`src/shared/ioj_regs.svh`:
```
// Opcode encodings, field positions and reset values for the instruction executor
`ifndef IOJ_REGS_SVH
`define IOJ_REGS_SVH

// ----------------------------------------
// Instruction word fields
// ----------------------------------------
`define IOJ_INSTR_W 14
`define IOJ_DEST_BIT 7
`define IOJ_FADDR_MSB 6
`define IOJ_LIT_MSB 7
`define IOJ_JUMP_MSB 10
`define IOJ_OP6_LSB 8
`define IOJ_OP3_LSB 11
`define IOJ_OP4_LSB 10

// ----------------------------------------
// Opcode values
// ----------------------------------------
`define IOJ_OP_INC_SKIP 6'h0F
`define IOJ_OP_INC 6'h0A
`define IOJ_OP_OR_REG 6'h04
`define IOJ_OP_OR_LIT 4'hE
`define IOJ_OP_JUMP 3'h5

// ----------------------------------------
// Latch page bits and reset values
// ----------------------------------------
`define IOJ_LATCH_PAGE_MSB 4
`define IOJ_LATCH_PAGE_LSB 3
`define IOJ_PC_RST 13'h0000
`define IOJ_ACC_RST 8'h00
`define IOJ_ZERO_RST 1'b0

`endif

```
`src/shared/ioj_pkg.sv`:
```
// Types shared by the instruction executor
package ioj_pkg;

    typedef enum logic [1:0] {
        IOJ_RUN,
        IOJ_SQUASH,
        IOJ_REFILL
    } ioj_state_type;

    typedef logic [12:0] ioj_pc_type;
    typedef logic [7:0] ioj_byte_type;

endpackage

```
`src/design/ioj_exec.sv`:
```
// Executor for increment, increment-skip, jump and the two OR instructions
`timescale 1ns/10ps
`include "ioj_regs.svh"
module ioj_exec (
    input wire logic clk,
    input wire logic sys_rst,
    input wire logic instr_valid,
    input wire logic [13:0] instr_word,
    input wire logic [7:0] file_rdata,
    input wire logic [7:0] program_counter_high_latch,
    output logic instr_accept,
    output logic [12:0] pc_out,
    output logic [7:0] acc_out,
    output logic null_flag,
    output logic file_we,
    output logic [6:0] file_waddr,
    output logic [7:0] file_wdata
);

    // ----------------------------------------
    // Decode
    // ----------------------------------------
    ioj_pkg::ioj_state_type state_reg, state_next;
    ioj_pkg::ioj_pc_type pc_reg, pc_next;
    ioj_pkg::ioj_byte_type acc_reg, acc_next;
    logic null_reg, null_next;
    logic we_reg, we_next;
    logic [6:0] waddr_reg;
    ioj_pkg::ioj_byte_type wdata_reg, wdata_next;
    logic accept_reg;

    function automatic logic op6_is(input logic [13:0] w, input logic [5:0] op);
        op6_is = (w[13:`IOJ_OP6_LSB] == op);
    endfunction

    wire take = instr_valid && (state_reg == ioj_pkg::IOJ_RUN);
    wire squash = instr_valid && (state_reg == ioj_pkg::IOJ_SQUASH);
    wire is_inc_skip = take && op6_is(instr_word, `IOJ_OP_INC_SKIP);
    wire is_inc = take && op6_is(instr_word, `IOJ_OP_INC);
    wire is_or_reg = take && op6_is(instr_word, `IOJ_OP_OR_REG);
    wire is_or_lit = take && (instr_word[13:`IOJ_OP4_LSB] == `IOJ_OP_OR_LIT);
    wire is_jump = take && (instr_word[13:`IOJ_OP3_LSB] == `IOJ_OP_JUMP);
    wire dest_file = instr_word[`IOJ_DEST_BIT];
    wire [6:0] faddr = instr_word[`IOJ_FADDR_MSB:0];
    wire [7:0] literal = instr_word[`IOJ_LIT_MSB:0];
    // Increment wraps modulo 256 by width
    wire [7:0] inc_sum = 8'(file_rdata + 8'h01);
    wire [7:0] or_reg_val = acc_reg | file_rdata;
    wire [7:0] or_lit_val = acc_reg | literal;
    wire routed = is_inc_skip || is_inc || is_or_reg;
    wire [7:0] routed_val = is_or_reg ? or_reg_val : inc_sum;
    wire [12:0] jump_target = {program_counter_high_latch[`IOJ_LATCH_PAGE_MSB:`IOJ_LATCH_PAGE_LSB],
                               instr_word[`IOJ_JUMP_MSB:0]};
    wire [12:0] pc_inc = 13'(pc_reg + 13'h0001);

    // ----------------------------------------
    // Next state
    // ----------------------------------------
    always_comb begin
        state_next = ioj_pkg::IOJ_RUN;
        pc_next = pc_reg;
        acc_next = acc_reg;
        null_next = null_reg;
        we_next = 1'b0;
        wdata_next = wdata_reg;
        case (state_reg)
            ioj_pkg::IOJ_RUN: begin
                if (take) begin
                    pc_next = pc_inc;
                end
                if (routed && !dest_file) begin
                    acc_next = routed_val;
                end
                if (routed && dest_file) begin
                    we_next = 1'b1;
                    wdata_next = routed_val;
                end
                if (is_inc || is_or_reg) begin
                    null_next = (routed_val == 8'h00);
                end
                if (is_or_lit) begin
                    acc_next = or_lit_val;
                    null_next = (or_lit_val == 8'h00);
                end
                // Nonzero sum falls through and stays in RUN
                if (is_inc_skip && inc_sum == 8'h00) begin
                    state_next = ioj_pkg::IOJ_SQUASH;
                end
                if (is_jump) begin
                    // Flags untouched; second cycle refills from the new address
                    pc_next = jump_target;
                    state_next = ioj_pkg::IOJ_REFILL;
                end
            end
            ioj_pkg::IOJ_SQUASH: begin
                // Waits for the skipped word, which then executes as no-operation
                if (squash) begin
                    pc_next = pc_inc;
                end else begin
                    state_next = ioj_pkg::IOJ_SQUASH;
                end
            end
            ioj_pkg::IOJ_REFILL: begin
                state_next = ioj_pkg::IOJ_RUN;
            end
            default: begin
                state_next = ioj_pkg::IOJ_RUN;
            end
        endcase
    end

    // ----------------------------------------
    // Registers
    // ----------------------------------------
    always_ff @(posedge clk or posedge sys_rst) begin
        if (sys_rst) begin
            state_reg <= ioj_pkg::IOJ_RUN;
            pc_reg <= `IOJ_PC_RST;
            acc_reg <= `IOJ_ACC_RST;
            null_reg <= `IOJ_ZERO_RST;
            we_reg <= 1'b0;
            waddr_reg <= 7'h00;
            wdata_reg <= 8'h00;
            accept_reg <= 1'b1;
        end else begin
            state_reg <= state_next;
            pc_reg <= pc_next;
            acc_reg <= acc_next;
            null_reg <= null_next;
            we_reg <= we_next;
            waddr_reg <= faddr;
            wdata_reg <= wdata_next;
            accept_reg <= (state_next != ioj_pkg::IOJ_REFILL);
        end
    end

    assign instr_accept = accept_reg;
    assign pc_out = pc_reg;
    assign acc_out = acc_reg;
    assign null_flag = null_reg;
    assign file_we = we_reg;
    assign file_waddr = waddr_reg;
    assign file_wdata = wdata_reg;

    // ----------------------------------------
    // Checks
    // ----------------------------------------
    property p_dest_file;
        @(posedge clk) disable iff (sys_rst)
        (is_inc || is_or_reg || is_inc_skip) && dest_file |=> file_we && file_wdata == $past(routed_val)
            && file_waddr == $past(faddr) && acc_out == $past(acc_reg);
    endproperty
    a_dest_file: assert property (p_dest_file) else $error("file destination not written");

    property p_skip_flags;
        @(posedge clk) disable iff (sys_rst)
        is_inc_skip |=> null_flag == $past(null_reg);
    endproperty
    a_skip_flags: assert property (p_skip_flags) else $error("increment-skip changed the flag");

    property p_skip_squash;
        @(posedge clk) disable iff (sys_rst)
        is_inc_skip && inc_sum == 8'h00 ##1 instr_valid |=> !file_we && $stable(acc_out) && $stable(null_flag)
            && pc_out == 13'($past(pc_out) + 13'h0001);
    endproperty
    a_skip_squash: assert property (p_skip_squash) else $error("skipped word was executed");

    property p_skip_none;
        @(posedge clk) disable iff (sys_rst)
        is_inc_skip && inc_sum != 8'h00 |=> state_reg == ioj_pkg::IOJ_RUN && instr_accept;
    endproperty
    a_skip_none: assert property (p_skip_none) else $error("nonzero result caused a skip");

    property p_jump_target;
        @(posedge clk) disable iff (sys_rst)
        is_jump |=> pc_out[10:0] == $past(instr_word[10:0])
            && pc_out[12:11] == $past(program_counter_high_latch[4:3]);
    endproperty
    a_jump_target: assert property (p_jump_target) else $error("jump target wrong");

    property p_jump_two;
        @(posedge clk) disable iff (sys_rst)
        is_jump |=> !instr_accept && $stable(null_flag) ##1 instr_accept && $stable(pc_out);
    endproperty
    a_jump_two: assert property (p_jump_two) else $error("jump not two cycles");

    property p_or_lit;
        @(posedge clk) disable iff (sys_rst)
        is_or_lit |=> acc_out == ($past(acc_reg) | $past(literal)) && null_flag == (acc_out == 8'h00);
    endproperty
    a_or_lit: assert property (p_or_lit) else $error("literal OR wrong");

    property p_inc_flag;
        @(posedge clk) disable iff (sys_rst)
        is_inc && !dest_file |=> acc_out == 8'($past(file_rdata) + 8'h01) && null_flag == (acc_out == 8'h00);
    endproperty
    a_inc_flag: assert property (p_inc_flag) else $error("increment wrong");

    property p_or_reg;
        @(posedge clk) disable iff (sys_rst)
        is_or_reg |=> null_flag == (($past(acc_reg) | $past(file_rdata)) == 8'h00);
    endproperty
    a_or_reg: assert property (p_or_reg) else $error("register OR flag wrong");

    c_skip: cover property (@(posedge clk) disable iff (sys_rst) is_inc_skip && inc_sum == 8'h00 ##1 squash);
    c_jump: cover property (@(posedge clk) disable iff (sys_rst) is_jump ##2 take);
    c_or_file: cover property (@(posedge clk) disable iff (sys_rst) is_or_reg && dest_file);
    c_wrap: cover property (@(posedge clk) disable iff (sys_rst) is_inc && file_rdata == 8'hFF);

endmodule // ioj_exec

```
`config.mk`:
```
export PLATFORM = sky130hd
export DESIGN_NAME = ioj_exec
export DESIGN_NICKNAME = d
export VERILOG_FILES = /design/src/shared/ioj_pkg.sv /design/src/design/ioj_exec.sv
export VERILOG_INCLUDE_DIRS = /design/src /design/src/shared
export SDC_FILE = /design/constraint.sdc
export NUM_CORES = 1
export LEC_CHECK = 0
export ABC_AREA = 1
export BUFFER_PORTS_ARGS = -buffer_cell sky130_fd_sc_hd__buf_2
export CORE_ASPECT_RATIO = 1.75
export CORE_MARGIN = 5
export CORE_UTILIZATION = 52
export DETAILED_ROUTE_END_ITERATION = 6
export GPL_ROUTABILITY_DRIVEN = 0
export PLACE_DENSITY = 0.8
export SLEW_MARGIN = 20
export SYNTH_ARGS = -nofsm -noshare
export SYNTH_HDL_FRONTEND = slang
export SYNTH_SLANG_ARGS = --single-unit
```
`constraint.sdc`:
```
create_clock -name clk -period 2.03 [get_ports clk]
set_input_delay 0.406 -clock clk [delete_from_list [all_inputs] [get_ports clk]]
set_output_delay 0.406 -clock clk [all_outputs]
set_load 0.01 [all_outputs]
```
---- Yosys cells after proc, flatten, opt, wreduce, memory -nomap -nowiden ----
Cells that the tools add are included.
Widths: inputs -> output; s select.
word-level totals
  flip-flop bits (word level) ............. 41
  output and inout port bits .............. 39
  word-level logic and storage cells ...... 61
cells by class
  $add $sub $neg .......................... 2
  eq/ne operators ......................... 9
  multiplexer cells ....................... 15
  bitwise logic cells ..................... 2
  reduce and logical (&&, ||, !) cells .... 25
operators by type and width
  operator               number
  $mux 13                3
  $pmux 13 s2            1
  $logic_not 8->1        3
  $mux 8                 3
  $or 8x8->8             2
  $add 13x1->13 const B  1
  $eq 6x4->1 const B     2
  $logic_and 1x1->1      10
  $add 8x1->8 const B    1
  $eq 6x3->1 const B     1
  $mux 1                 6
  $reduce_and 2->1       3
  $reduce_bool 2->1      3
  $eq 4x4->1 const B     1
  $ne 2x2->1 const B     2
  $pmux 2 s2             1
  $eq 3x3->1 const B     1
  $logic_or 1x1->1       3
  $ne 3x3->1 const B     1
  $reduce_and 3->1       1
  $eq 2x1->1 const B     1
  $logic_not 2->1        1
  $mux 2                 1
  $logic_not 1->1        1

---- Logic depth before layout (Yosys ltp) ----
Gate-level depths: netlist of the first run.
  depth after elaboration ................. 8
  gate-level depth with buffers ........... 11

---- Least setup slack after synthesis of the first run ----
Ideal clock, no wire load.
  path type ............................... register to register
  from .................................... reg pc_reg[0], in the netlist pc_out[0]
  to ...................................... reg pc_reg[10], in the netlist pc_out[10]
  setup time .............................. 0.127 ns
  arrival time ............................ 1.287 ns
  data required time ...................... 1.903 ns
  path slack .............................. 0.616 ns
  stages on the path, launching flop included .. 9
  buffers on the path ..................... 0
  period minus slack after synthesis ...... 1.414 ns
  cell sequence ........................... dfrtp_1 ha_1 inv_1 nor2_1 nand2_1 o21ai_0 nand3_1 o211ai_1 o21ai_1
between the ends
  word-level cells in the longest chain between the ends .. 4
  elaborated cells on any way between the ends .. 5
  those cells by class .................... add/sub (1); mux (4)
RTL lines
  item                    line             text
  start, declared         ioj_exec.sv:24   ioj_pkg::ioj_pc_type pc_reg, pc_next;
  start signal, assigned  ioj_exec.sv:118  pc_reg <= `IOJ_PC_RST;
  start signal, assigned  ioj_exec.sv:127  pc_reg <= pc_next;
  $add 13x1->13 (*)       ioj_exec.sv:54   wire [12:0] pc_inc = 13'(pc_reg + 13'h0001);
  $mux 13                 ioj_exec.sv:68   if (take) begin
  $mux 13                 ioj_exec.sv:89   if (is_jump) begin
  $pmux 13 s2 (*)         ioj_exec.sv:66   case (state_reg)
Every way passes the cells marked *; elsewhere a longest branch is shown, timed or not. The select of a mux whose other input is x is not followed.
A chain may end at the register's enable or synchronous reset.

---- Worst setup path after layout of the first run ----
  from .................................... reg pc_reg[0], in the netlist pc_out[0]
  to ...................................... reg pc_reg[12], in the netlist pc_out[12]
Same word-level chain as after synthesis.

==> results of run 1 <==
-- worst register-to-register path, delay by kind of cell (launching register included) --
family | cells | cell delay, ns
AOI/OAI and AO/OA | 2 | 0.29
adders and majority gates | 1 | 0.20
buffers and inverters | 1 | 0.08
DFF | 1 | 0.42
and+or+nand+nor | 3 | 0.62
-- cells by family (layout without fill, tap and decap cells) --
family | after synthesis | after routing | synth area share (%)
AO/OA/AOI/OAI | 51 | 51 | 12.2
XOR/XNOR | 3 | 3 | 1.02
adder cells (fa/ha/maj) | 2 | 2 | 0.974
buffers and inverters | 40 | 110 | 6.96
flip-flops | 41 | 41 | 40.0
AND/OR/NAND/NOR | 202 | 202 | 38.9
-- area by class of cell --
type / instances / area, um2
clock inverter: 2 / 35.0
multi-input combinational: 258 / 1360
clock buffer: 6 / 72.6
inverter: 34 / 128
fill: 454 / 1850
sequential: 41 / 1030
tap: 54 / 67.6
timing repair buffer: 68 / 348
-- where the power goes --
group / switching, mW / leakage (nW) / internal [mW] / total (mW)
Clock: 0.293 / 0.0552 / 0.365 / 0.658
Sequential: 0.203 / 0.506 / 1.00 / 1.21
Combinational: 0.522 / 1.03 / 0.356 / 0.878
-- synth_stat cells (3+ instances only) --
library cell / n / area (um2)
a21oi_1: 13 / 65.1
buf_6: 3 / 33.8
dfrtp_1: 40 / 1000
inv_1: 27 / 101
inv_2: 7 / 26.3
nand2_1: 91 / 342
nand2_2: 4 / 25.0
nand2_4: 4 / 45.0
nand3_1: 30 / 150
nand3b_1: 3 / 22.5
nand4_1: 8 / 50.1
nor2_1: 35 / 131
nor2_2: 7 / 43.8
nor3_1: 4 / 20.0
o21ai_0: 13 / 65.1
o21ai_1: 8 / 40.0
o21ai_2: 10 / 87.6
o22ai_1: 3 / 18.8
or2_2: 4 / 25.0
-- metrics by stage --
stage | cells | power [mW]
after floorplan | 339 | 1.72
after global placement | 455 | 2.07
after detailed placement | 455 | 2.10
after CTS | 463 | 2.77
after global routing | 463 | 2.94
final | 463 | 2.74
-- metal layers --
metal,GRT usage [%],vias up
li1,-,1249
met1,24.6,1191
met2,40.9,101
met3,3.60,22
met4,10.5,0
met5,0,-
-- worst paths after layout --
check | startpoint | end | slack, ns | cells after the start
max | pc_out[0]$_DFFE_PP0P_ | pc_out[12]$_DFFE_PP0P_ | 0.31 | 7
min | instr_word[3] | file_waddr[3]$_DFF_PP0_ | 0.24 | 1
max reg2reg | pc_out[0]$_DFFE_PP0P_ | pc_out[12]$_DFFE_PP0P_ | 0.31 | 7
min reg2reg | file_wdata[0]$_DFFE_PP0P_ | file_wdata[0]$_DFFE_PP0P_ | 0.49 | 2
max in group asynchronous | sys_rst | instr_accept$_DFF_PP1_ | 1.41 | 3
min in group asynchronous | sys_rst | file_we$_DFF_PP0_ | 0.25 | 3
==> results.sh, run 1 <==
export IMPL_cts_tree="built"
export IMPL_grt_remaining_overflow=0
export IMPL_maxCapViolations=0
export IMPL_num_antenna_cells=0
export IMPL_arrival_ns=1.89
export IMPL_wl_met1_um=2530
export IMPL_critPathTopFamily="simple AND/OR/NAND/NOR gates"
export IMPL_row_count=34
export IMPL_clk_pin_slew_ns=0.08
export IMPL_syn_nets=374
export IMPL_clock_latency_ns=0.30
export IMPL_synth_edff_count=0
export IMPL_dp_slack_ns=0.312
export IMPL_synth_warnings=0
export IMPL_wl_met2_um=3710
export IMPL_clk_root_buffer_cell="clkbuf_8"
export IMPL_antenna_found_initial=0
export IMPL_dp_hpwl_um=5380
export IMPL_worst_path_most_repeated_cell="o21ai_0"
export IMPL_tightest_slew_ns=0.539
export IMPL_grt_pass1_wl_um=11600
export IMPL_final_hold_viol_count=0
export IMPL_final_area_um2=3040
export IMPL_peakVddDrop_v=0.000646
export IMPL_cts_buffers=5
export IMPL_worst_slack_ns=0.313
export IMPL_ant_nets=0
export IMPL_port_buffer_count=65
export IMPL_cellPowerDensity_nw_per_um2=901
export IMPL_wl_met3_um=418
export IMPL_viasPerCell=5.54
export IMPL_status="finished, final reports clean"
export IMPL_clock_path_buffers=2
export IMPL_layout_drive_gt1_share_pct=29.6
export IMPL_drc=0
export IMPL_area_growth_pct=18.4
export IMPL_min_period_ns=1.72
export IMPL_netlist_instances=339
export IMPL_synth_area_um2=2570
export IMPL_slowest_delay_ns=0.42
export IMPL_required_ns=2.21
export IMPL_htree_num_levels=2
export IMPL_cts_setup_buffers=0
export IMPL_slew_headroom_pct=64.0
export IMPL_cts_hold_buffers=0
export IMPL_wl_um=6920
export IMPL_cts_resized_gates=0
export IMPL_async_reset_ff_share_pct=100
export IMPL_largest_reg_flops=13
export IMPL_layout_commonest_cell="nand2_1"
export IMPL_nets=443
export IMPL_final_setup_viol_count=0
export IMPL_core_um2=4890
export IMPL_avgRoutedWirePerCell_um=14.9
export IMPL_grt_pass1_vias=2587
export IMPL_crit_type="flop to flop"
export IMPL_fin_util_pct=62.2
export IMPL_synth_seq_area_share_pct=40.0
export IMPL_period_share_pct=84.6
export IMPL_start_util_pct=52.5
export IMPL_vias=2563
export IMPL_dr_pass1_iters=4
export IMPL_syn_avg_cell_area_um2=7.58
export IMPL_synth_cell_types=37
export IMPL_ys_flop_type="dfrtp_1"
export IMPL_cp_slowest_cell="dfrtp_1"
export IMPL_path_max_fanout=5
export IMPL_clock_sinks=41
export IMPL_cp_buffers_inverters=1
export IMPL_cellLeakagePower_nw=1.59
export IMPL_grt_use_total_pct=22.2
export IMPL_die_w_um=63.1
export IMPL_rsz0062_at_grt="false"
export IMPL_clock_skew_ns=0.00598
export IMPL_grt_max_degree=42
export IMPL_end_kind="flop"
export IMPL_timing_hold_ws_ns=0.243
export IMPL_dieArea_um2=6500
export IMPL_worstPathCellList="ha_1, inv_1, nor2_1, nand2_1, o21ai_0, nor3b_1, o21ai_0"
export IMPL_die_h_um=103
export IMPL_hold_path_class="input port to flop"
export IMPL_highest_layer="met4"
export IMPL_slew_viol_final=0
export IMPL_drt_iter0_drc=212
export IMPL_fmax_ghz=0.582
export IMPL_fin_tns_setup_ns=0
export IMPL_layout_common_cells="91 x nand2_1, 65 x buf_2, 40 x dfrtp_1"
export IMPL_ios=72
export IMPL_dpl_instance_area_um2=2930
export IMPL_crit_path_start_kind="flop"
export IMPL_ys_seq_elements=41
No activity file was read; power rests on OpenSTA's default activity.
==> run 2, diff against run 1 <==
Clock period 2.03 ns to 1.8 ns, I/O delays scaled along.
==> run 2 against run 1 <==
Effect of this change:
- non-clock buffer count increased by 1
- setup slack got worse by 0.14 ns
- die area is the same
- total power is 9.4% higher
- largest cell class unchanged
==> results.sh, run 2 (synthesis results as in run 1) <==
export IMPL_status="finished, final reports clean"
export IMPL_drt_iter0_drc=243
export IMPL_rsz0062_at_grt="false"
export IMPL_grt_remaining_overflow=0
export IMPL_htree_num_levels=2
export IMPL_grt_pass1_vias=2526
export IMPL_layout_drive_gt1_share_pct=30.0
export IMPL_largest_reg_flops=13
export IMPL_avgRoutedWirePerCell_um=15.0
export IMPL_fmax_ghz=0.614
export IMPL_cellPowerDensity_nw_per_um2=987
export IMPL_peakVddDrop_v=0.000800
export IMPL_area_growth_pct=18.2
export IMPL_cts_tree="built"
export IMPL_grt_pass1_wl_um=11400
export IMPL_worstRegToRegCells=8
export IMPL_hold_path_class="input port to asynchronous set/reset pin"
export IMPL_clock_path_buffers=2
export IMPL_end_kind="flop"
export IMPL_final_area_um2=3040
export IMPL_r2r_end="pc_out[10]$_DFFE_PP0P_"
export IMPL_slowest_delay_ns=0.42
export IMPL_reg2reg_slack_ns=0.17
export IMPL_fin_util_pct=62.1
export IMPL_dp_cells=456
export IMPL_cellLeakagePower_nw=1.58
export IMPL_worstPathCellList="ha_1, inv_1, nor2_1, nand2_2, o21ai_0, nand3_1, o211ai_1, o21ai_1"
export IMPL_vias=2562
export IMPL_grt_max_degree=42
export IMPL_dieArea_um2=6500
export IMPL_cts_setup_buffers=0
export IMPL_clk_pin_slew_ns=0.08
export IMPL_required_ns=1.98
export IMPL_start_util_pct=52.5
export IMPL_maxCapViolations=0
export IMPL_tightest_slew_ns=0.520
export IMPL_min_period_ns=1.63
export IMPL_slew_headroom_pct=65.3
export IMPL_die_w_um=63.1
export IMPL_ant_nets=0
export IMPL_crit_type="flop to flop"
export IMPL_crit_path_start_kind="flop"
export IMPL_timing_hold_ws_ns=0.185
export IMPL_clock_latency_ns=0.30
export IMPL_dp_hpwl_um=5400
export IMPL_cts_hold_buffers=0
export IMPL_cts_resized_gates=0
export IMPL_slew_viol_final=0
export IMPL_port_buffer_count=65
export IMPL_core_um2=4890
export IMPL_num_antenna_cells=0
export IMPL_die_h_um=103
export IMPL_viasPerCell=5.52
export IMPL_dr_pass1_iters=4
export IMPL_clock_skew_ns=0.00479
export IMPL_layout_common_cells="90 x nand2_1, 65 x buf_2, 40 x dfrtp_1"
export IMPL_grt_use_total_pct=22.1
export IMPL_rr_startpoint="pc_out[0]$_DFFE_PP0P_"
export IMPL_finalNonFillerCells=464
export IMPL_period_share_pct=90.4
export IMPL_final_setup_viol_count=0
export IMPL_nFillCells=445
export IMPL_nets=444
export IMPL_clock_sinks=41
export IMPL_antenna_found_initial=0
export IMPL_dpl_instance_area_um2=2940
export IMPL_ios=72
export IMPL_cts_buffers=5
export IMPL_cp_slowest_cell="dfrtp_1"
export IMPL_wl_um=6980
export IMPL_fin_tns_setup_ns=0
export IMPL_row_count=34
export IMPL_layout_commonest_cell="nand2_1"
export IMPL_critPathTopFamily="simple AND/OR/NAND/NOR gates"
export IMPL_clk_root_buffer_cell="clkbuf_8"
export IMPL_path_max_fanout=5
export IMPL_drc=0
export IMPL_arrival_ns=1.81
export IMPL_cp_buffers_inverters=1
export IMPL_final_hold_viol_count=0
run 2: area by class of cell:
| class | instances | area [um2] | area share [%] |
|---|---|---|---|
| Clock inverter | 1 | 7.51 | 0.247 |
| Timing Repair Buffer | 69 | 355 | 11.7 |
| Sequential cell | 41 | 1030 | 33.8 |
| Tap cell | 54 | 67.6 | 2.22 |
| Clock buffer | 7 | 86.3 | 2.84 |
| Multi-Input combinational cell | 258 | 1370 | 45.0 |
| Inverter | 34 | 128 | 4.20 |
run 2: how the worst max path moves through the flow:
stage | depth (start not counted) | from | endpoint | slack, ns
2_1_floorplan | 8 | pc_out[0]$_DFFE_PP0P_ | pc_out[10]$_DFFE_PP0P_ | 0.39
3_3_place_gp | 10 | file_rdata[0] | null_flag$_DFFE_PP0P_ | 0.15
3_5_place_dp | 12 | file_rdata[0] | null_flag$_DFFE_PP0P_ | 0.12
4_1_cts | 7 | pc_out[0]$_DFFE_PP0P_ | pc_out[12]$_DFFE_PP0P_ | 0.18
5_1_grt | 7 | pc_out[0]$_DFFE_PP0P_ | pc_out[12]$_DFFE_PP0P_ | 0.02
6_report | 8 | pc_out[0]$_DFFE_PP0P_ | pc_out[10]$_DFFE_PP0P_ | 0.17
run 2: metal layers:
metal  global-route usage, %  part of all wire [%]  vias to the layer above  wire, um
met5                       0                     0                        -         0
met4                    11.1                   3.1                        0       217
met3                    4.47                   6.3                       19       438
met2                    40.3                    53                      104      3690
met1                    24.0                    38                     1189      2630
li1                        -                     -                     1250         -
run 2: worst min-delay path: cells and delay by family:
kind	cells	cell delay, ns
buffers and inverters	3	0.58
run 2: metrics by stage:
step | power, mW | setup slack (ns)
4_1_cts | 3.02 | 0.179
2_1_floorplan | 1.94 | 0.386
3_5_place_dp | 2.37 | 0.123
6_report | 3.00 | 0.172
3_3_place_gp | 2.33 | 0.146
5_1_grt | 3.22 | 0.0238
run 2: power breakdown:
group / leakage, nW / switching (mW) / internal [mW]
clock network: 0.0445 / 0.328 / 0.312
registers: 0.506 / 0.235 / 1.13
logic: 1.03 / 0.593 / 0.402
==> run 3, diff against run 2 <==
Settings changed: ABC_AREA 1 to not set, CAP_MARGIN set to 0.
==> run 3 against run 2 <==
Effect of this change:
- the run now ends with setup timing left
- critical path type unchanged
- global-route usage rose by 8.5 points
- critical path depth fell by 1
- largest cell class unchanged
- die area fell by 5.0%
==> results.sh, run 3 <==
export IMPL_synth_edff_count=0
export IMPL_period_share_pct=120
export IMPL_viasPerCell=6.66
export IMPL_start_util_pct=52.4
export IMPL_synth_seq_area_share_pct=42.4
export IMPL_grt_max_degree=42
export IMPL_yosysMostFrequentCell="dfrtp_1"
export IMPL_reg2reg_slack_ns=-0.37
export IMPL_synth_cell_types=59
export IMPL_antenna_found_initial=0
export IMPL_slew_headroom_pct=52.9
export IMPL_grt_use_total_pct=30.6
export IMPL_worstRegToRegCells=7
export IMPL_end_kind="flop"
export IMPL_status="finished, violations left"
export IMPL_r2r_end="acc_out[4]$_DFFE_PP0P_"
export IMPL_maxCapViolations=0
export IMPL_ys_seq_elements=41
export IMPL_avgRoutedWirePerCell_um=21.2
export IMPL_cellLeakagePower_nw=1.68
export IMPL_clock_sinks=41
export IMPL_required_ns=2.01
export IMPL_hold_path_class="input port to asynchronous set/reset pin"
export IMPL_area_growth_pct=53.7
export IMPL_clock_latency_ns=0.31
export IMPL_grt_pass1_vias=2975
export IMPL_cts_hold_buffers=0
export IMPL_multi_input_area_um2=1620
export IMPL_synth_common_cells="40 x dfrtp_1, 36 x nand2_1, 29 x nor2_1"
export IMPL_row_count=33
export IMPL_synth_top_area_share_pct=41.3
export IMPL_port_buffer_count=65
export IMPL_synth_top_cell_by_area="dfrtp_1"
export IMPL_dieArea_um2=6180
export IMPL_critPathTopFamily="compound AO/OA/AOI/OAI gates"
export IMPL_arrival_ns=2.38
export IMPL_ant_nets=0
export IMPL_dp_hpwl_um=5890
export IMPL_rr_startpoint="state_reg[1]$_DFF_PP0_"
export IMPL_worst_path_most_repeated_cell="buf_4"
export IMPL_final_hold_viol_count=0
export IMPL_violations="setup timing"
export IMPL_drt_iter0_drc=170
export IMPL_final_setup_viol_count=26
export IMPL_cts_buffers=5
export IMPL_cts_tree="built"
export IMPL_path_max_fanout=3
export IMPL_finalPower_mw=3.39
export IMPL_peakVddDrop_v=0.00113
export IMPL_synth_warnings=0
export IMPL_die_w_um=61.6
export IMPL_clock_path_buffers=2
export IMPL_cp_slowest_cell="a2111oi_0"
export IMPL_fin_tns_setup_ns=-2.31
export IMPL_syn_avg_cell_area_um2=8.56
export IMPL_worst_slack_ns=-0.366
export IMPL_grt_remaining_overflow=0
export IMPL_slew_viol_final=0
export IMPL_layout_common_cells="65 x buf_2, 44 x buf_4, 40 x dfrtp_1"
export IMPL_clock_skew_ns=0.0160
export IMPL_crit_path_start_kind="flop"
export IMPL_clk_pin_slew_ns=0.09
export IMPL_min_period_ns=2.17
export IMPL_syn_nets=318
export IMPL_fmax_ghz=0.462
export IMPL_die_h_um=100
export IMPL_dr_pass1_iters=5
export IMPL_htree_num_levels=2
export IMPL_num_antenna_cells=0
export IMPL_wl_um=9540
export IMPL_netlist_instances=283
export IMPL_nFillCells=267
export IMPL_tightest_slew_ns=0.688
export IMPL_ff_latch_area_um2=1030
export IMPL_drc=0
export IMPL_synth_area_leaders="dfrtp_1 41%, nand2_1 5.6%, nor2_1 4.5%"
export IMPL_grt_pass1_wl_um=14200
export IMPL_nets=433
export IMPL_clk_root_buffer_cell="clkbuf_8"
export IMPL_largest_reg_flops=13
export IMPL_ys_flop_type="dfrtp_1"
export IMPL_rsz0062_at_grt="true"
export IMPL_vias=3003
export IMPL_async_reset_ff_share_pct=100
export IMPL_worstPathCellList="buf_4, nor4b_4, nand2_2, buf_4, a2111oi_0, a211o_1, nand2_1"
export IMPL_cp_buffers_inverters=2
export IMPL_synth_area_um2=2420
export IMPL_cellPowerDensity_nw_per_um2=910
export IMPL_slowest_delay_ns=0.61
export IMPL_ios=72
export IMPL_layout_drive_gt1_share_pct=50.4
export IMPL_layout_commonest_cell="buf_2"
export IMPL_core_um2=4620
export IMPL_crit_type="flop to flop"
## run 3: repair_timing
| item | in CTS | in global routing |
|---|---|---|
| setup endpoints to repair | 29 | 31 |
| pin swaps | 19 | 29 |
| gates resized for setup | 28 | 64 |
| cloned | 2 | 0 |
| setup buffers | 8 | 4 |
## run 3: layer usage
layer,GRT usage [%],wire length (um)
met4,19.3,685
met5,0,0
met3,6.95,757
met2,51.3,5040
met1,33.1,3060
## run 3: worst reg2reg max path: cells and delay by family (launching register included)
kind / cells / cell delay (ns)
buffers and inverters: 2 / 0.34
AND/OR/NAND/NOR: 3 / 0.50
AO/OA/AOI/OAI: 2 / 0.83
flip-flops: 1 / 0.41
## run 3: metrics by stage
step	cells	util, %	area, um2	setup slack [ns]	hold slack, ns
floorplan	283	-	2480	-0.221	0.391
global placement	433	67.9	3140	-0.279	0.454
detailed placement	433	67.9	3140	-0.305	0.462
CTS	451	76.0	3510	-0.128	0.185
global route	451	80.5	3720	-0.413	0.188
finish	451	80.5	3720	-0.366	0.161
## run 3: final cells by class
cell class | instances | share of cell area (%)
Inverter | 11 | 1.24
Tap cell | 52 | 1.75
Clock inverter | 2 | 1.04
Sequential cell | 41 | 27.6
Clock buffer | 6 | 1.95
Multi-Input combinational cell | 215 | 43.6
Timing Repair Buffer | 124 | 22.8
## run 3: kinds of logic (layout without fill, tap and decap cells)
logic type	after synthesis	count (layout)	share of synthesized area [%]
DFF	41	41	42.4
muxes	4	4	1.70
AOI/OAI and AO/OA	79	79	22.0
buffers and inverters	27	143	4.60
xor gates and xnor gates	5	5	1.81
adders and majority gates	2	2	1.03
and+or+nand+nor	125	125	26.5
## run 3: worst max-delay path by stage
stage,startpoint,to,slack [ns],cells past startpoint
3_3_place_gp,instr_word[12],file_wdata[6]$_DFFE_PP0P_,-0.28,7
3_5_place_dp,instr_word[12],file_wdata[1]$_DFFE_PP0P_,-0.30,8
4_1_cts,state_reg[0]$_DFF_PP0_,file_wdata[4]$_DFFE_PP0P_,-0.13,5
2_1_floorplan,instr_word[10],acc_out[6]$_DFFE_PP0P_,-0.22,8
5_1_grt,state_reg[0]$_DFF_PP0_,acc_out[4]$_DFFE_PP0P_,-0.41,7
6_report,state_reg[1]$_DFF_PP0_,acc_out[4]$_DFFE_PP0P_,-0.37,7
## run 3: power by group
part	internal [mW]	leakage, nW	switching (mW)
registers	1.13	0.494	0.269
logic	0.543	1.13	0.670
clock network	0.417	0.0554	0.357
